===== src/jesd_link_host_cfg.svh =====
// Offsets, field positions, reset values and timing counts of the link host
`ifndef JESD_LINK_HOST_CFG_SVH
`define JESD_LINK_HOST_CFG_SVH

// ----------------------------------------------------------------------
// Clock and timing
// ----------------------------------------------------------------------
`define CLK_MHZ 100
`define RESET_WAIT_US 5000
`define SETTLE_WAIT_NS 5000
`define SETTLE_CYCLES ((`SETTLE_WAIT_NS * `CLK_MHZ + 999) / 1000)
`define CGS_K_NEEDED 4'h4
`define ILAS_MF_COUNT 3'h4

// ----------------------------------------------------------------------
// Device configuration port addresses and codes
// ----------------------------------------------------------------------
`define DEV_GLOBAL_CONFIG_RESET 12'h000
`define DEV_SYSREF_MODE_CONTROL 12'h120
`define DEV_SYSREF_PULSE_COUNT 12'h121
`define DEV_LINK_LANE_RATE_CONFIG 12'h56E
`define DEV_LINK_QUICK_PARAMETERS 12'h570
`define DEV_LINK_POWER_CONTROL 12'h571
`define SOFT_RESET_CODE 8'h81
`define LINK_POWER_OFF_CODE 8'h15
`define LINK_POWER_ON_CODE 8'h14
`define SLOW_LANE_RATE_CODE 8'h10

// ----------------------------------------------------------------------
// Control characters
// ----------------------------------------------------------------------
`define CHAR_K28_0 8'h1C
`define CHAR_K28_3 8'h7C
`define CHAR_K28_4 8'h9C
`define CHAR_K28_5 8'hBC
`define CHAR_K28_7 8'hFC

// ----------------------------------------------------------------------
// Host register map (APB byte addresses)
// ----------------------------------------------------------------------
`define REG_CONTROL 12'h000
`define REG_PARAMS 12'h004
`define REG_THRESHOLD 12'h008
`define REG_STATUS 12'h00C
`define REG_IRQ_STATUS 12'h010
`define REG_IRQ_MASK 12'h014
`define CTRL_START 0
`define CTRL_SUBCLASS1 1
`define CTRL_NSHOT 2
`define CTRL_SLOW_LANE 3
`define CTRL_ERR_MON 4
`define CONTROL_RESET 4'h0
`define PARAMS_RESET 32'h0000_0000
`define THRESHOLD_RESET 16'h0001
`define IRQ_WIDTH 9
`define IRQ_SEQ_DONE 0
`define IRQ_LINK_UP 1
`define IRQ_NIT 2
`define IRQ_DISP 3
`define IRQ_UNEXPECTED_CONTROL_CHAR_ERROR 4
`define IRQ_CMM 5
`define IRQ_ILAS_ERR 6
`define IRQ_THRESH 7
`define IRQ_CHECKSUM 8

`endif


===== src/jesd_link_host_pkg.sv =====
// Types of the link host: sequencer and receiver states
package jesd_link_host_pkg;

  typedef enum logic [3:0] {
    SEQ_IDLE, SEQ_RESET_WR, SEQ_RESET_WAIT, SEQ_PD_WR, SEQ_QUICK_WR,
    SEQ_RATE_WR, SEQ_RX_ARM, SEQ_COUNT_WR, SEQ_MODE_WR, SEQ_SETTLE,
    SEQ_PU_WR, SEQ_DONE
  } seq_state_t;

  typedef enum logic [1:0] {
    RX_OFF, RX_CGS, RX_ILAS, RX_DATA
  } rx_state_t;

endpackage : jesd_link_host_pkg


===== src/jesd_link_host.sv =====
// Host controller: converter bring-up sequencer and lane receiver
`timescale 1ns/1ns
`include "jesd_link_host_cfg.svh"
// Function
// Hold sync request low until code group sync completes, then release high
// With error monitoring on, ILAS or data errors pulse sync request low
// Parameter mismatch raises config mismatch, ILAS error and checksum error
// Check not-in-table, disparity, unexpected control; interrupts and threshold
// Supply SYSREF continuously in subclass 1; sync request low from reset
// Write 0x81 to 0x000, then wait at least 5 ms before more writes
// Write quick parameters to 0x570; lane rate 0x10 at 0x56E when slow
// Power link down 0x15 at 0x571, wait 5 us, power up with 0x14
// Subclass 1: pulse count to 0x121 for n-shot, then arm mode at 0x120
// Configure and arm receiver before converter SYSREF arm and power-up
// Converter wakes within 4 ms and locks PLL in 2 ms
// Converter aligns its multiframe clock within 4 multiframes
// Converter starts ILAS on first multiframe edge after sync release
// Converter sends zeros before its PLL locks
// Converter sends K28.5 until sync request is released
// Converter orders K28.0 and K28.3 inside ILAS
// Converter switches to user data at next multiframe after ILAS
module jesd_link_host #(
  parameter int RESET_WAIT_CYCLES = `RESET_WAIT_US * `CLK_MHZ
) (
  input wire logic sys_clk,
  input wire logic rst,
  input wire logic psel,
  input wire logic penable,
  input wire logic pwrite,
  input wire logic [11:0] paddr,
  input wire logic [31:0] pwdata,
  output logic pready,
  output logic [31:0] prdata,
  output logic pslverr,
  output logic irq,
  output logic cfgReq,
  output logic [11:0] cfgAddr,
  output logic [7:0] cfgData,
  input wire logic cfgAck,
  output logic sysrefEnable,
  output logic sysrefCaptureArm,
  input wire logic rxValid,
  input wire logic [7:0] rxData,
  input wire logic rxIsK,
  input wire logic rxNotInTable,
  input wire logic rxDispErr,
  output logic syncReqN
);
  // --------------------------------------------------------------------
  // Host registers
  // --------------------------------------------------------------------
  logic [4:1] control;
  logic [31:0] params;
  logic [15:0] threshold;
  logic [`IRQ_WIDTH-1:0] irqStatus;
  logic [`IRQ_WIDTH-1:0] irqMask;
  logic [`IRQ_WIDTH-1:0] irqEvent;
  logic [15:0] errCount;
  logic startPulse;
  logic wrEn;
  logic setup;
  logic mapped;
  logic [31:0] readValue;
  logic [7:0] quickParams;
  logic [7:0] laneRate;
  logic [7:0] pulseCount;
  logic [7:0] sysrefMode;
  jesd_link_host_pkg::seq_state_t seqState;
  jesd_link_host_pkg::rx_state_t rxState;
  assign quickParams = params[7:0];
  assign laneRate = params[15:8];
  assign pulseCount = params[23:16];
  assign sysrefMode = params[31:24];
  assign setup = psel && !penable;
  assign wrEn = psel && penable && pready && pwrite;
  assign startPulse = wrEn && paddr == `REG_CONTROL && pwdata[`CTRL_START];
  assign mapped = paddr == `REG_CONTROL || paddr == `REG_PARAMS ||
    paddr == `REG_THRESHOLD || paddr == `REG_STATUS ||
    paddr == `REG_IRQ_STATUS || paddr == `REG_IRQ_MASK;
  always_comb begin
    unique case (paddr)
      `REG_CONTROL: readValue = {27'h0000000, control, 1'b0};
      `REG_PARAMS: readValue = params;
      `REG_THRESHOLD: readValue = {16'h0000, threshold};
      `REG_STATUS: readValue = {errCount, 6'h00, rxState, seqState,
        syncReqN, sysrefCaptureArm, seqState == jesd_link_host_pkg::SEQ_DONE,
        seqState != jesd_link_host_pkg::SEQ_IDLE &&
        seqState != jesd_link_host_pkg::SEQ_DONE};
      `REG_IRQ_STATUS: readValue = {23'h000000, irqStatus};
      `REG_IRQ_MASK: readValue = {23'h000000, irqMask};
      default: readValue = 32'h0000_0000;
    endcase
  end
  // --------------------------------------------------------------------
  // APB slave: zero wait states, error on unmapped address
  // --------------------------------------------------------------------
  always_ff @(posedge sys_clk) begin
    if (rst) begin
      pready <= 1'b0;
      prdata <= 32'h0000_0000;
      pslverr <= 1'b0;
    end else begin
      pready <= setup;
      if (setup) begin
        prdata <= pwrite ? 32'h0000_0000 : readValue;
        pslverr <= !mapped;
      end
    end
  end
  always_ff @(posedge sys_clk) begin
    if (rst) begin
      control <= `CONTROL_RESET;
      params <= `PARAMS_RESET;
      threshold <= `THRESHOLD_RESET;
      irqMask <= '0;
    end else if (wrEn) begin
      unique case (paddr)
        `REG_CONTROL: control <= pwdata[4:1];
        `REG_PARAMS: params <= pwdata;
        `REG_THRESHOLD: threshold <= pwdata[15:0];
        `REG_IRQ_MASK: irqMask <= pwdata[`IRQ_WIDTH-1:0];
        default: ;
      endcase
    end
  end
  // --------------------------------------------------------------------
  // Interrupts: sticky, write one to clear, set wins
  // --------------------------------------------------------------------
  generate
    for (genvar gi = 0; gi < `IRQ_WIDTH; gi++) begin : gIrq
      always_ff @(posedge sys_clk) begin
        if (rst) begin
          irqStatus[gi] <= 1'b0;
        end else if (irqEvent[gi]) begin
          irqStatus[gi] <= 1'b1;
        end else if (wrEn && paddr == `REG_IRQ_STATUS && pwdata[gi]) begin
          irqStatus[gi] <= 1'b0;
        end
      end
    end
  endgenerate
  always_ff @(posedge sys_clk) begin
    if (rst) begin
      irq <= 1'b0;
    end else begin
      irq <= |(irqStatus & irqMask) || |(irqEvent & irqMask);
    end
  end
  // --------------------------------------------------------------------
  // Bring-up sequencer over the converter configuration port
  // --------------------------------------------------------------------
  logic [31:0] waitCount;
  logic isWrite;
  logic [11:0] wrAddr;
  logic [7:0] wrData;
  jesd_link_host_pkg::seq_state_t next_seqState;
  always_comb begin
    isWrite = 1'b1;
    wrAddr = `DEV_GLOBAL_CONFIG_RESET;
    wrData = `SOFT_RESET_CODE;
    next_seqState = seqState;
    unique case (seqState)
      jesd_link_host_pkg::SEQ_IDLE, jesd_link_host_pkg::SEQ_DONE: begin
        isWrite = 1'b0;
        if (startPulse) next_seqState = jesd_link_host_pkg::SEQ_RESET_WR;
      end
      jesd_link_host_pkg::SEQ_RESET_WR:
        next_seqState = jesd_link_host_pkg::SEQ_RESET_WAIT;
      jesd_link_host_pkg::SEQ_RESET_WAIT: begin
        isWrite = 1'b0;
        if (waitCount == 32'(RESET_WAIT_CYCLES - 1)) begin
          next_seqState = jesd_link_host_pkg::SEQ_PD_WR;
        end
      end
      jesd_link_host_pkg::SEQ_PD_WR: begin
        wrAddr = `DEV_LINK_POWER_CONTROL;
        wrData = `LINK_POWER_OFF_CODE;
        next_seqState = jesd_link_host_pkg::SEQ_QUICK_WR;
      end
      jesd_link_host_pkg::SEQ_QUICK_WR: begin
        wrAddr = `DEV_LINK_QUICK_PARAMETERS;
        wrData = quickParams;
        next_seqState = jesd_link_host_pkg::SEQ_RATE_WR;
      end
      jesd_link_host_pkg::SEQ_RATE_WR: begin
        wrAddr = `DEV_LINK_LANE_RATE_CONFIG;
        wrData = control[`CTRL_SLOW_LANE] ? `SLOW_LANE_RATE_CODE :
          laneRate;
        next_seqState = jesd_link_host_pkg::SEQ_RX_ARM;
      end
      jesd_link_host_pkg::SEQ_RX_ARM: begin
        isWrite = 1'b0;
        if (!control[`CTRL_SUBCLASS1]) begin
          next_seqState = jesd_link_host_pkg::SEQ_SETTLE;
        end else if (control[`CTRL_NSHOT]) begin
          next_seqState = jesd_link_host_pkg::SEQ_COUNT_WR;
        end else begin
          next_seqState = jesd_link_host_pkg::SEQ_MODE_WR;
        end
      end
      jesd_link_host_pkg::SEQ_COUNT_WR: begin
        wrAddr = `DEV_SYSREF_PULSE_COUNT;
        wrData = pulseCount;
        next_seqState = jesd_link_host_pkg::SEQ_MODE_WR;
      end
      jesd_link_host_pkg::SEQ_MODE_WR: begin
        wrAddr = `DEV_SYSREF_MODE_CONTROL;
        wrData = sysrefMode;
        next_seqState = jesd_link_host_pkg::SEQ_SETTLE;
      end
      jesd_link_host_pkg::SEQ_SETTLE: begin
        isWrite = 1'b0;
        if (waitCount == 32'(`SETTLE_CYCLES - 1)) begin
          next_seqState = jesd_link_host_pkg::SEQ_PU_WR;
        end
      end
      jesd_link_host_pkg::SEQ_PU_WR: begin
        wrAddr = `DEV_LINK_POWER_CONTROL;
        wrData = `LINK_POWER_ON_CODE;
        next_seqState = jesd_link_host_pkg::SEQ_DONE;
      end
      default: begin
        isWrite = 1'b0;
        next_seqState = jesd_link_host_pkg::SEQ_IDLE;
      end
    endcase
  end
  always_ff @(posedge sys_clk) begin
    if (rst) begin
      seqState <= jesd_link_host_pkg::SEQ_IDLE;
      cfgReq <= 1'b0;
      cfgAddr <= 12'h000;
      cfgData <= 8'h00;
    end else if (isWrite) begin
      if (!cfgReq) begin
        cfgReq <= 1'b1;
        cfgAddr <= wrAddr;
        cfgData <= wrData;
      end else if (cfgAck) begin
        cfgReq <= 1'b0;
        seqState <= next_seqState;
      end
    end else begin
      seqState <= next_seqState;
    end
  end
  always_ff @(posedge sys_clk) begin
    if (rst || seqState != next_seqState) begin
      waitCount <= 32'h0000_0000;
    end else begin
      waitCount <= waitCount + 32'h0000_0001;
    end
  end
  always_ff @(posedge sys_clk) begin
    if (rst) begin
      sysrefCaptureArm <= 1'b0;
      sysrefEnable <= 1'b0;
    end else begin
      if (seqState == jesd_link_host_pkg::SEQ_RX_ARM) begin
        sysrefCaptureArm <= control[`CTRL_SUBCLASS1];
      end else if (seqState == jesd_link_host_pkg::SEQ_RESET_WR) begin
        sysrefCaptureArm <= 1'b0;
      end
      sysrefEnable <= control[`CTRL_SUBCLASS1];
    end
  end
  // --------------------------------------------------------------------
  // Lane receiver
  // --------------------------------------------------------------------
  logic [3:0] kCount;
  logic [2:0] mfCount;
  logic inMultiframe;
  logic [1:0] paramPhase;
  logic [7:0] rxParam;
  logic isK28p5;
  logic unexpected_control_char_error;
  logic errHit;
  logic ilasErr;
  logic config_mismatch_flag;
  logic sumErr;
  logic threshHit;
  logic linkUp;
  logic resync;
  logic linkEnable;
  assign linkEnable = seqState == jesd_link_host_pkg::SEQ_DONE;
  assign isK28p5 = rxIsK && rxData == `CHAR_K28_5;
  assign unexpected_control_char_error = rxValid && rxState == jesd_link_host_pkg::RX_DATA &&
    rxIsK && rxData != `CHAR_K28_7 && rxData != `CHAR_K28_3;
  assign errHit = rxValid && rxState == jesd_link_host_pkg::RX_DATA &&
    (rxNotInTable || rxDispErr || unexpected_control_char_error);
  assign ilasErr = rxValid && rxState == jesd_link_host_pkg::RX_ILAS &&
    (rxIsK && rxData == `CHAR_K28_3 && !inMultiframe ||
    rxIsK && rxData == `CHAR_K28_0 && inMultiframe || config_mismatch_flag);
  assign config_mismatch_flag = rxValid && rxState == jesd_link_host_pkg::RX_ILAS &&
    paramPhase == 2'h2 && (rxParam != quickParams ||
    rxData != rxParam);
  assign sumErr = config_mismatch_flag;
  assign threshHit = errHit && errCount + 16'h0001 >= threshold;
  assign linkUp = rxValid && rxState == jesd_link_host_pkg::RX_ILAS &&
    rxIsK && rxData == `CHAR_K28_3 && inMultiframe &&
    mfCount == `ILAS_MF_COUNT - 3'h1;
  assign resync = control[`CTRL_ERR_MON] && (ilasErr || threshHit);
  assign irqEvent = {sumErr, threshHit, ilasErr, config_mismatch_flag, unexpected_control_char_error,
    errHit && rxDispErr, errHit && rxNotInTable, linkUp,
    seqState == jesd_link_host_pkg::SEQ_PU_WR && cfgReq && cfgAck};
  always_ff @(posedge sys_clk) begin
    if (rst || !linkEnable) begin
      rxState <= jesd_link_host_pkg::RX_OFF;
      kCount <= 4'h0;
    end else if (rxState == jesd_link_host_pkg::RX_OFF) begin
      rxState <= jesd_link_host_pkg::RX_CGS;
    end else if (resync) begin
      rxState <= jesd_link_host_pkg::RX_CGS;
      kCount <= 4'h0;
    end else if (rxValid) begin
      unique case (rxState)
        jesd_link_host_pkg::RX_CGS: begin
          if (!isK28p5 || rxNotInTable || rxDispErr) begin
            kCount <= 4'h0;
          end else if (kCount == `CGS_K_NEEDED - 4'h1) begin
            rxState <= jesd_link_host_pkg::RX_ILAS;
          end else begin
            kCount <= kCount + 4'h1;
          end
        end
        jesd_link_host_pkg::RX_ILAS:
          if (linkUp) rxState <= jesd_link_host_pkg::RX_DATA;
        default: ;
      endcase
    end
  end
  always_ff @(posedge sys_clk) begin
    if (rst || rxState != jesd_link_host_pkg::RX_ILAS) begin
      inMultiframe <= 1'b0;
      mfCount <= 3'h0;
      paramPhase <= 2'h0;
      rxParam <= 8'h00;
    end else if (rxValid) begin
      if (rxIsK && rxData == `CHAR_K28_0) begin
        inMultiframe <= 1'b1;
      end else if (rxIsK && rxData == `CHAR_K28_3 && inMultiframe) begin
        inMultiframe <= 1'b0;
        mfCount <= mfCount + 3'h1;
      end
      if (rxIsK && rxData == `CHAR_K28_4) begin
        paramPhase <= 2'h1;
      end else if (paramPhase == 2'h1) begin
        rxParam <= rxData;
        paramPhase <= 2'h2;
      end else if (paramPhase == 2'h2) begin
        paramPhase <= 2'h3;
      end
    end
  end
  always_ff @(posedge sys_clk) begin
    if (rst || !linkEnable || resync) begin
      errCount <= 16'h0000;
    end else if (errHit && errCount != 16'hFFFF) begin
      errCount <= errCount + 16'h0001;
    end
  end
  always_ff @(posedge sys_clk) begin
    if (rst) begin
      syncReqN <= 1'b0;
    end else begin
      syncReqN <= !resync && (rxState == jesd_link_host_pkg::RX_ILAS ||
        rxState == jesd_link_host_pkg::RX_DATA);
    end
  end
endmodule : jesd_link_host


===== config.mk =====
export PLATFORM = sky130hd
export DESIGN_NAME = jesd_link_host
export DESIGN_NICKNAME = d
export VERILOG_FILES = /design/src/jesd_link_host_pkg.sv /design/src/jesd_link_host.sv
export VERILOG_INCLUDE_DIRS = /design/src
export SDC_FILE = /design/constraint.sdc
export NUM_CORES = 1
export LEC_CHECK = 0
export BUFFER_PORTS_ARGS = -buffer_cell sky130_fd_sc_hd__buf_2
export CAP_MARGIN = 5
export CORE_AREA = 2 2 144 146
export CTS_CLUSTER_SIZE = 12
export DETAILED_ROUTE_END_ITERATION = 10
export DIE_AREA = 0 0 146 148
export PLACE_DENSITY = 0.77
export SLEW_MARGIN = 0
export SYNTH_ARGS = -nofsm -noshare
export SYNTH_HDL_FRONTEND = slang
export SYNTH_SLANG_ARGS = --single-unit
export TNS_END_PERCENT = 100

===== constraint.sdc =====
create_clock -name sys_clk -period 6.9 [get_ports sys_clk]
set_input_delay 0.345 -clock sys_clk [delete_from_list [all_inputs] [get_ports sys_clk]]
set_output_delay 0.345 -clock sys_clk [all_outputs]
set_load 0.02 [all_outputs]

==> summary.md, run 1 <==
| Metric | Value |
|---|---|
| Clock share of power | 45.1% |
| Flop pwr share | between 50% and 60% |
| Worst EP required | between 7 and 8 ns |
| Post-Synthesis Cell Area | between 0.01 and 0.015 sq mm |
| Max cap viols | 0 |
| Hold Slack | 0.148 ns |
| CP Capture Type | flip-flop |
| Post_cts resized | 0 |
| Final hold vios | 0 |
| Global-route wire length before repair | approximately 47 mm |
| Port-buffer cells | about 120 |
| DR DRC count | 0 |
| Routed WL | between 20 and 30 mm |
| Setup Skew | slightly above 0.01 ns |
| Total Neg Setup Slack | 0 ns |
| Gate Count Post-Synth | between 1k and 1.5k |
| Net Sw Power | ~530 uW |
| Worst path cell trace | ha_1, nand3_1, nor3_1, nand2_1, nor2_1, xor2_1, ha_1, nand2_1, nor2_1, nand4b_1, a31oi_1, o21a_1, a2111oi_0 |
| Max Buffers Root-to-Sink | 2 |
| Crit-path max FO | 20 |
| Delay-heaviest family, CP | simple AND/OR/NAND/NOR gates |
| Hold Crit Class | in2reg |
| Max Slew Vio Count | 0 |
| Outcome | complete, no violations |
| Top-area cell type share of the netlist area | 38.4% |
| Buf+Inv Stages, Crit Path | 0 |
| Worst skew pair latency | about 0.44 ns |
| I/O Pins | roughly 120 |
| Peak supply drop | roughly 130 uV |
| Initial antenna violation count | 1 |
| Critical path class | reg2reg |
| Antenna viol nets, final | 0 |
| All-layer global routing usage | a little over a quarter |
| Finished layout cell area | between 0.01 and 0.015 sq mm |
| # rows | 52 |
| Initial DRC count | 1046 |
| Arrival time at the worst endpoint | slightly below 4 ns |
| Reg2reg setup slack | between 3 and 4 ns |
| Core area | about 0.02 sq mm |
| Critical R2R Launch | errCount[0] |
| Post-synth EDFFs | 0 |
| Placer Congestion | 0.959 |
| Sw Share | about a quarter |
| Synth top area cells | dfxtp_1 (38%), nand2_1 (8.6%), a21oi_1 (5.5%) |
| Largest net degree at the start of global routing | 97 |
| Synth Register Bits | ~190 |
| Yosys warnings | 0 |
| Die Span Y | 148 um |
| Die X-Extent | approximately 150 um |
| FF-to-FF End | errCount[14] |
| Final Non-Filler Cells | ~1.6k |
| Clock Sinks | 194 |
| TritonCTS Buffers | 17 |
| Post-CTS setup buffer count | 0 |
| Most common library cell in the layout ignoring fill and taps | nand2_1 |
| Initial Util | approximately half |
| CP peak stage delay | approximately 0.64 ns |
| Met2 WL post-DR | between 10 and 15 mm |
| Comb power frac | about 3.5% |
| Tmin final | around 3.7 ns |
| Routed wl met3 | 2.74 mm |
| Clk slew on worst S/H paths | 0.07 ns |
| Highest clock rate | around 270 MHz |
| Fill count | around 1.9k |
| Most frequent cells in the layout | nand2_1 (232), dfxtp_1 (194), buf_2 (116) |
| CTS HTree Levels | 4 |
| Vias in the first global route | between 8k and 9k |
| Avg Synthesized Cell Area | about 8.0 sq um |
| Routed vias | ~9.6k |
| Clock root cell | clkbuf_16 |
| Crit start category | flip-flop |
| Vias per cell | roughly 6 |
| Pleak | 4.17 nW |
| Drt pass-1 iters | 7 |
| DP HPWL | approximately 22 mm |
| Yosys cell types | 73 |
| TritonCTS clock tree | yes |
| Critical Path Start | errCount[0] |
| Final setup violation count | 0 |
| Power Internal | about 1.7 mW |
| Max Used Layer | met4 |
| M1 WL | 12.6 mm |
| Nets@finish | 1402 |
| Levels on crit path | 13 |
| Largest area contributor in the netlist | dfxtp_1 |
| Placed Cells | roughly 1.6k |
| Worst-Margin Slew | about 1.3 ns |
| RSZ-0062 raised after global routing | no |
| Die ar. | roughly 0.022 sq mm |
| Crit path capture | errCount[14] |
| DR WL/cell | 18.6 um |
| Global route total overflow | 0 |
| Slew margin rel. | between 10% and 20% |
| Share of post-route cells with drive strength above 1 | between 10% and 20% |
| Cells on worst reg2reg path | 13 |
| P&R area growth vs syn | 11.5% |
| Placed instance area | ~0.011 sq mm |
| FFs w/ async S/R, synth | 0% |
| Critical-path top delay cell | o21a_1 |
| Post-route clock period utilization | between 50% and 60% |
| Cts-stage hold buffer count | 0 |
| Tot Pwr | ~2.2 mW |
| Pwr dens | between 150 and 200 mW/mm^2 |
| Main synth FF type | dfxtp_1 |
| Sequential fraction of the synthesis area | 38.4% |
-- power by group through the flow --
stage / Sequential [mW] / Clock [mW] / Combinational, mW
CTS: 1.12 / 0.989 / 0.0755
finish: 1.12 / 0.984 / 0.0769
global route: 1.12 / 1.04 / 0.0820
global placement: 1.15 / 0 / 0.0743
floorplan: 1.15 / 0 / 0.0378
detailed placement: 1.15 / 0 / 0.0747
-- cell families after synthesis --
kind of cell	after synthesis	share of synthesized area, %
multiplexers	22	2.18
other	1	0.0371
AO/OA/AOI/OAI	310	20.8
flip-flops	194	38.4
buffers and inverters	118	5.22
AND/OR/NAND/NOR	540	25.7
XOR/XNOR	58	5.03
adder cells (fa/ha/maj)	21	2.60
-- tightest hold or removal path: cells and delay by family --
kind / cells / cell delay, ns
buffers and inverters: 1 / 0.10
AOI/OAI and AO/OA: 1 / 0.05
and+or+nand+nor: 1 / 0.05
-- stage by stage --
step | worst slack (ns) | utilization (%)
floorplan | 3.93 | -
global placement | 3.41 | 53.3
detailed placement | 3.26 | 53.3
CTS | 3.21 | 56.2
global route | 2.85 | 56.2
finish | 3.20 | 56.2
-- metal layers --
| metal | global-route usage [%] | up-vias |
|---|---|---|
| met4 | 10.2 | 0 |
| met5 | 0 | - |
| met2 | 42.6 | 405 |
| li1 | - | 4578 |
| met1 | 37.6 | 4558 |
| met3 | 4.38 | 61 |
-- cell usage after synthesis, types with 15 or more instances --
library cell and number:
nand2_1 232, dfxtp_1 194, a21oi_1 111, nor2_1 98
clkbuf_1 54, nor3_1 48, xor2_1 36, a22o_1 31
a21oi_2 30, a22oi_1 30, nand3_1 28, inv_1 27
o21ai_0 27, mux2i_1 22, xnor2_1 22, ha_1 21
nor4_1 21, buf_2 19, and3_1 18, nor2b_1 15
-- state kept, by name (all words and copies together), names as in the netlist, 2 cells and up --
signal,count
kCount,4
prdata,32
cfgAddr,5
cfgData,8
paramPhase,2
irqStatus,9
errCount,16
seqState,4
mfCount,3
rxState,2
irqMask,9
threshold,16
waitCount,32
control,4
params,32
rxParam,8
-- how the worst min path moves through the flow --
| stage | from | end | slack [ns] | depth (start not counted) |
|---|---|---|---|---|
| final | pwdata[26] | params[26] | 0.15 | 3 |
| after global routing | pwdata[25] | params[25] | 0.14 | 3 |
| after CTS | pwdata[26] | params[26] | 0.13 | 3 |
| after detailed placement | prdata[1] | prdata[1] | 0.44 | 1 |
| after global placement | prdata[5] | prdata[5] | 0.43 | 2 |
| after floorplan | threshold[9] | threshold[9] | 0.43 | 2 |
-- cell type report --
class / count / area, sq um / share of cell area (%)
Clock inverter: 15 / 148 / 1.31
Inverter: 27 / 101 / 0.900
Antenna cell: 1 / 2.50 / 0.0222
Clock buffer: 17 / 425 / 3.78
Timing Repair Buffer: 125 / 648 / 5.75
Sequential cell: 194 / 3880 / 34.5
Tap cell: 270 / 338 / 3.00
Multi-Input combinational cell: 954 / 5720 / 50.8
Note: power is estimated with default switching activity, not from simulation.
==> run 2: changes to the inputs <==
Settings changed: ABC_AREA set to 1.
Clock period 6.9 ns to 3.8 ns, I/O delays scaled along.
==> run 2 against run 1 <==
- register-to-register slack got worse by 2.8 ns
- core utilization rose by 0.48 points
- sequential cell count is the same
- non-clock buffer count is 3 lower
- via count grew 0.80%
- sequential share of layout area is 0.29 points lower
- cell count grew 12%
- total power up 120%
- wire length down 4.4%
- critical endpoint is now kCount[2]
==> summary.md, run 2 <==
| Metric | Value |
|---|---|
| Outcome | complete, no violations |
| Highest clock rate | approximately 300 MHz |
| Most frequent cells in the layout | nand2_1 (280), inv_1 (202), dfxtp_1 (194) |
| Peak supply drop | 324 uV |
| Vias in the first global route | between 8k and 9k |
| Arrival time at the worst endpoint | roughly 3.7 ns |
| Share of post-route cells with drive strength above 1 | ~15% |
| Initial Util | between 50% and 60% |
| Worst EP required | just over 4 ns |
| Crit path capture | kCount[2] |
| Pleak | 4.55 nW |
| Global route total overflow | 0 |
| Simple-Gate Fraction of Synth Area | a little over a quarter |
| Worst skew pair latency | about 0.44 ns |
| Most common library cell in the layout ignoring fill and taps | nand2_1 |
| Synth Register Bits | 194 |
| Post-synthesis mux area share | 0% |
| Crit start category | flip-flop |
| Yosys warnings | 0 |
| Pwr dens | approximately 430 mW/mm^2 |
| Largest net degree at the start of global routing | slightly below 70 |
| Nets@finish | 1601 |
| Levels on crit path | 19 |
| Final setup violation count | 0 |
| Critical R2R Launch | errCount[0] |
| DR WL/cell | approximately 16 um |
| Setup Skew | between 0.01 and 0.015 ns |
| Antenna viol nets, final | 0 |
| Clock Sinks | approximately 190 |
| Synth top area cells | dfxtp_1 (39%), nand2_1 (10%), inv_1 (7.5%) |
| Critical Path Start | errCount[0] |
| Top-area cell type share of the netlist area | between 30 and 40% |
| Worst path cell trace | nand3_1, inv_1, nand3_1, nor3_1, and3_1, xor2_1, inv_1, ha_1, nand4_1, nor3_1, nand2_1, nand2_1, nand2_1, nand2_1, nand2_2, nand2_1, nand2_2, nor2_1, nor2_1 |
| DP HPWL | roughly 22 mm |
| Routed vias | around 9.7k |
| Post-route clock period utilization | about nine tenths |
| Cell with the most instances after synthesis | nand2_1 |
| # rows | between 50 and 60 |
| Delay-heaviest family, CP | simple AND/OR/NAND/NOR gates |
| Port-buffer cells | approximately 120 |
| All-layer global routing usage | between 20% and 30% |
| Post-CTS setup buffer count | 0 |
| Placer Congestion | between 0.9 and 1 |
| Max Slew Vio Count | 0 |
| Crit-path max FO | 6 |
| Die ar. | around 0.022 sq mm |
| Largest area contributor in the netlist | dfxtp_1 |
| Max Buffers Root-to-Sink | 2 |
| Critical path class | reg2reg |
| Main combinational cell family by area after synthesis | simple AND/OR/NAND/NOR gates |
| Main synth FF type | dfxtp_1 |
| RSZ-0062 raised after global routing | no |
| Clk slew on worst S/H paths | about 0.080 ns |
| Slew margin rel. | 32.7% |
| Drt pass-1 iters | 5 |
| Gate Count Post-Synth | 1431 |
| Tmin final | ~3.4 ns |
| FFs w/ async S/R, synth | 0% |
| Max cap viols | 0 |
| Top cell by count, worst path | nand2_1 |
| Tot Pwr | roughly 4.8 mW |
| Clock root cell | clkbuf_16 |
| Cells on worst reg2reg path | 19 |
| Post_cts resized | 0 |
| Post-Synthesis Cell Area | between 0.01 and 0.015 sq mm |
| FF-to-FF End | kCount[2] |
| Cts-stage hold buffer count | 0 |
| CTS HTree Levels | 4 |
| Worst-Margin Slew | ~1 ns |
| Critical-path top delay cell | nor3_1 |
| XOR/XNOR Fraction of Synth Area | ~3.7% |
| Global-route wire length before repair | approximately 46 mm |
| Reg2reg setup slack | around 0.43 ns |
| TritonCTS Buffers | 17 |
| CP Capture Type | flip-flop |
| Total Neg Setup Slack | 0 ns |
| Antenna Cells | 0 |
| P&R area growth vs syn | 12.8% |
| Initial DRC count | approximately 900 |
| Largest regs | params x32, prdata x32, waitCount x32 |
| Die X-Extent | between 100 and 150 um |
| Vias per cell | between 5 and 6 |
| Area share of fa/ha/maj cells after synthesis | about 2.6% |
| Yosys cell types | 50 |
| CP peak stage delay | around 0.45 ns |
| Most frequent cells after synthesis | nand2_1 (281), inv_1 (202), dfxtp_1 (194), a21oi_1 (142), nor2_1 (137) |
| Routed WL | roughly 28 mm |
| Avg Synthesized Cell Area | 7.04 sq um |
| Final hold vios | 0 |
| Buf+Inv Stages, Crit Path | 2 |
| Sequential fraction of the synthesis area | between 30% and 40% |
| Core area | approximately 0.020 sq mm |
| Synth Area in Compound Gates | roughly 18% |
| I/O Pins | 121 |
| Post-synth EDFFs | 0 |
| TritonCTS clock tree | yes |
| DR DRC count | 0 |
| Initial antenna violation count | 1 |
| Die Span Y | ~150 um |
| Hold Crit Class | in2reg |
run 2: cell count changes in the layout (fill, tap and decap cells not counted), sizes merged, moves of 18 or more:
cell | previous run | this run
inv | 34 | 215
o21ai | 30 | 100
xnor2 | 22 | 4
nand2 | 232 | 293
mux2i | 22 | 0
nor3 | 52 | 29
a22oi | 30 | 0
a22o | 31 | 0
nor2 | 98 | 174
o22ai | 14 | 35
nand3 | 29 | 55
run 2: area by class of cell:
class / count / area (sq um)
timing repair buffer: 122 / 623
inverter: 206 / 773
fill: 1964 / 8680
sequential: 194 / 3880
multi-input combinational: 977 / 5130
tap: 270 / 338
clock inverter: 15 / 184
clock buffer: 17 / 425
run 2: routing by layer:
metal | routed length (um) | up-vias | share of wire [%] | global-route usage [%]
met5 | 11 | - | 0.039 | 0
met4 | 641 | 2 | 2.3 | 8.25
met3 | 1990 | 56 | 7.0 | 5.22
met2 | 13300 | 339 | 47 | 43.1
met1 | 12500 | 4445 | 44 | 35.0
li1 | - | 4837 | - | -
run 2: stage by stage:
step	cells	setup slack [ns]	hold WS (ns)	utilization (%)	cell area [sq um]
2_1_floorplan	1433	1.02	0.325	-	10100
3_3_place_gp	1769	0.544	0.437	53.7	10800
3_5_place_dp	1769	0.491	0.443	53.7	10800
4_1_cts	1801	0.480	0.0193	56.7	11400
5_1_grt	1801	0.140	0.0371	56.7	11400
6_report	1801	0.428	0.0313	56.7	11400
run 2: report_power, final:
part | internal [mW] | total (mW) | leakage [nW] | switching, mW
Combinational | 0.228 | 0.871 | 2.69 | 0.643
Clock | 0.901 | 1.83 | 0.297 | 0.932
Sequential | 2.08 | 2.13 | 1.56 | 0.0451
Total | 3.21 | 4.83 | 4.55 | 1.62
run 2: worst min-delay path, cell delays in order:
cell and delay (ns):
buf_2 0.07, o21ai_0 0.08, a21oi_1 0.10
run 2: cell families (layout without fill, tap and decap cells):
kind of cell / Yosys count / in the layout
AND/OR/NAND/NOR: 590 / 590
AO/OA/AOI/OAI: 321 / 321
buffers and inverters: 262 / 360
flip-flops: 194 / 194
XOR/XNOR: 42 / 42
adder cells (fa/ha/maj): 21 / 21
other: 1 / 3
run 2: worst min-delay path by stage:
| stage | startpoint | endpoint | slack, ns | cells past startpoint |
|---|---|---|---|---|
| detailed placement | waitCount[0] | waitCount[0] | 0.44 | 1 |
| global placement | waitCount[0] | waitCount[0] | 0.44 | 1 |
| global route | pwdata[25] | params[25] | 0.04 | 3 |
| finish | pwdata[18] | params[18] | 0.03 | 3 |
| floorplan | pwdata[4] | control[4] | 0.32 | 2 |
| CTS | pwdata[31] | params[31] | 0.02 | 3 |
==> run 3: changes to the inputs <==
Settings changed: CORE_AREA 2 2 144 146 to 2 2 118 178, DIE_AREA 0 0 146 148 to 0 0 120 180, PLACE_DENSITY 0.77 to 0.76.
==> run 3 against run 2 <==
- first-iteration DRC count fell by 21%
- via count rose by 0.64%
- design area rose by 0.41%
- non-clock buffer count rose by 3
- sequential share of layout area fell by 0.14 points
- register-to-register slack barely moved
- die area barely moved
- sequential power barely moved
- largest power group unchanged
==> summary.md, run 3 (synthesis gave the netlist of run 2 again) <==
| Metric | Value |
|---|---|
| Crit path capture | errCount[1] |
| Worst-Margin Slew | roughly 0.97 ns |
| Max Buffers Root-to-Sink | 2 |
| Top cell by count, worst path | nand2_1 |
| CP peak stage delay | just over 0.4 ns |
| Nets@finish | 1604 |
| Cts-stage hold buffer count | 0 |
| Worst skew pair latency | ~0.45 ns |
| Share of post-route cells with drive strength above 1 | between 10 and 15% |
| Largest regs | params x32, prdata x32, waitCount x32 |
| Initial Util | roughly half |
| Buf+Inv Stages, Crit Path | 1 |
| Initial antenna violation count | 0 |
| TritonCTS clock tree | yes |
| Crit start category | flip-flop |
| Worst EP required | a little over 4 ns |
| Fill count | 1949 |
| Post-route clock period utilization | about nine tenths |
| Outcome | complete, no violations |
| TritonCTS Buffers | 17 |
| Port-buffer cells | 117 |
| P&R area growth vs syn | 13.2% |
| Highest clock rate | a little under 300 MHz |
| Final hold vios | 0 |
| Arrival time at the worst endpoint | approximately 3.7 ns |
| Clk slew on worst S/H paths | 0.07 ns |
| Max cap viols | 0 |
| Routed WL | roughly 31 mm |
| Die ar. | about 0.022 sq mm |
| CP Capture Type | flip-flop |
| Critical R2R Launch | errCount[0] |
| Critical Path Start | errCount[0] |
| Largest net degree at the start of global routing | 65 |
| Routed vias | between 9k and 10k |
| Vias in the first global route | just over 9k |
| DR WL/cell | 17.0 um |
| Tot Pwr | ~5 mW |
| Tmin final | 3.39 ns |
| Max Slew Vio Count | 0 |
| Critical-path top delay cell | dfxtp_1 |
| Cells on worst reg2reg path | 19 |
| DP HPWL | between 20 and 25 mm |
| Levels on crit path | 19 |
| RSZ-0062 raised after global routing | no |
| Die Span Y | around 180 um |
| I/O Pins | about 120 |
| Clock root cell | clkbuf_16 |
| Hold Crit Class | in2reg |
| Crit-path max FO | 17 |
| Post-CTS setup buffer count | 0 |
| Post_cts resized | 0 |
| Initial DRC count | approximately 710 |
| Total Neg Setup Slack | 0 ns |
| Final setup violation count | 0 |
| FF-to-FF End | errCount[1] |
| Antenna viol nets, final | 0 |
| Clock Sinks | approximately 190 |
| Setup Skew | roughly 0.011 ns |
| Pwr dens | about 440 mW/mm^2 |
| Delay-heaviest family, CP | simple AND/OR/NAND/NOR gates |
| # rows | 64 |
| Pleak | roughly 4.6 nW |
| Slew margin rel. | a little over a third |
| Peak supply drop | around 290 uV |
| Critical path class | reg2reg |
| Reg2reg setup slack | a little over 0.4 ns |
| Global-route wire length before repair | between 40 and 50 mm |
| CTS HTree Levels | 4 |
| Antenna Cells | 0 |
| Core area | 0.0201 sq mm |
| Most frequent cells in the layout | nand2_1 (281), inv_1 (202), dfxtp_1 (194) |
| Global route total overflow | 0 |
| Worst path cell trace | ha_1, nand3_1, inv_1, nand3_1, nor3_2, nand2_1, nor2_1, xor2_1, ha_1, nand2_1, o21bai_1, a21oi_1, nor2_1, nand2_1, nand2_1, nand2_1, nand2_2, nand2_4, a211oi_1 |
| Most common library cell in the layout ignoring fill and taps | nand2_1 |
| Drt pass-1 iters | 5 |
| Die X-Extent | around 120 um |
| Placer Congestion | around 1 |
| DR DRC count | 0 |
| All-layer global routing usage | 28.3% |
| Vias per cell | about 5.4 |
-- run 3: changes by cell type in the layout (fill, tap and decap cells not counted), sizes merged --
cell | before | now
inv | 215 | 207
bufinv | 0 | 4
clkbuf | 17 | 21
buf | 122 | 125
clkinv | 6 | 3
clkinvlp | 0 | 2
-- run 3: layer usage --
layer / track usage [%] / share of wire (%) / vias to the layer above
met1: 29.9 / 37 / 4454
met2: 50.1 / 51 / 352
li1: - / - / 4842
met5: 0 / 0 / -
met3: 4.79 / 5.5 / 93
met4: 20.0 / 7.2 / 0
-- run 3: worst min path at each step --
stage,startpoint,to,slack [ns],depth (start not counted)
final,pwdata[21],params[21],0.03,3
after global routing,pwdata[21],params[21],0.04,3
after CTS,pwdata[21],params[21],0.02,3
after detailed placement,waitCount[0],waitCount[0],0.45,1
after global placement,waitCount[0],waitCount[0],0.44,1
after floorplan,pwdata[4],control[4],0.32,2
-- run 3: layout make-up --
| cell class | count | area [sq um] | share of cell area, % |
|---|---|---|---|
| Multi-Input combinational cell | 977 | 5130 | 45.0 |
| Sequential cell | 194 | 3880 | 34.0 |
| Inverter | 206 | 773 | 6.78 |
| Timing Repair Buffer | 125 | 646 | 5.66 |
| Clock buffer | 21 | 470 | 4.12 |
| Tap cell | 264 | 330 | 2.90 |
| Clock inverter | 10 | 173 | 1.51 |
-- run 3: power breakdown --
group | switching, mW | internal [mW]
combinational | 0.672 | 0.229
sequential | 0.0494 | 2.09
clock | 0.809 | 1.16
-- run 3: through the flow --
stage / cells / setup WS (ns) / util (%) / hold WS (ns) / instance area [sq um]
after floorplan: 1433 / 1.02 / - / 0.325 / 10100
after global placement: 1766 / 0.507 / 53.6 / 0.442 / 10800
after detailed placement: 1766 / 0.424 / 53.6 / 0.449 / 10800
after CTS: 1797 / 0.413 / 56.8 / 0.0163 / 11400
after global routing: 1797 / 0.0321 / 56.8 / 0.0441 / 11400
final: 1797 / 0.413 / 56.8 / 0.0306 / 11400
-- run 3: worst reg2reg max path, stage by stage, from the launching register on --
cell,delay [ns]
dfxtp_1,0.41
ha_1,0.22
nand3_1,0.12
inv_1,0.10
nand3_1,0.14
nor3_2,0.23
nand2_1,0.07
nor2_1,0.11
xor2_1,0.35
ha_1,0.31
nand2_1,0.08
o21bai_1,0.10
a21oi_1,0.07
nor2_1,0.09
nand2_1,0.12
nand2_1,0.10
nand2_1,0.07
nand2_2,0.15
nand2_4,0.17
a211oi_1,0.26
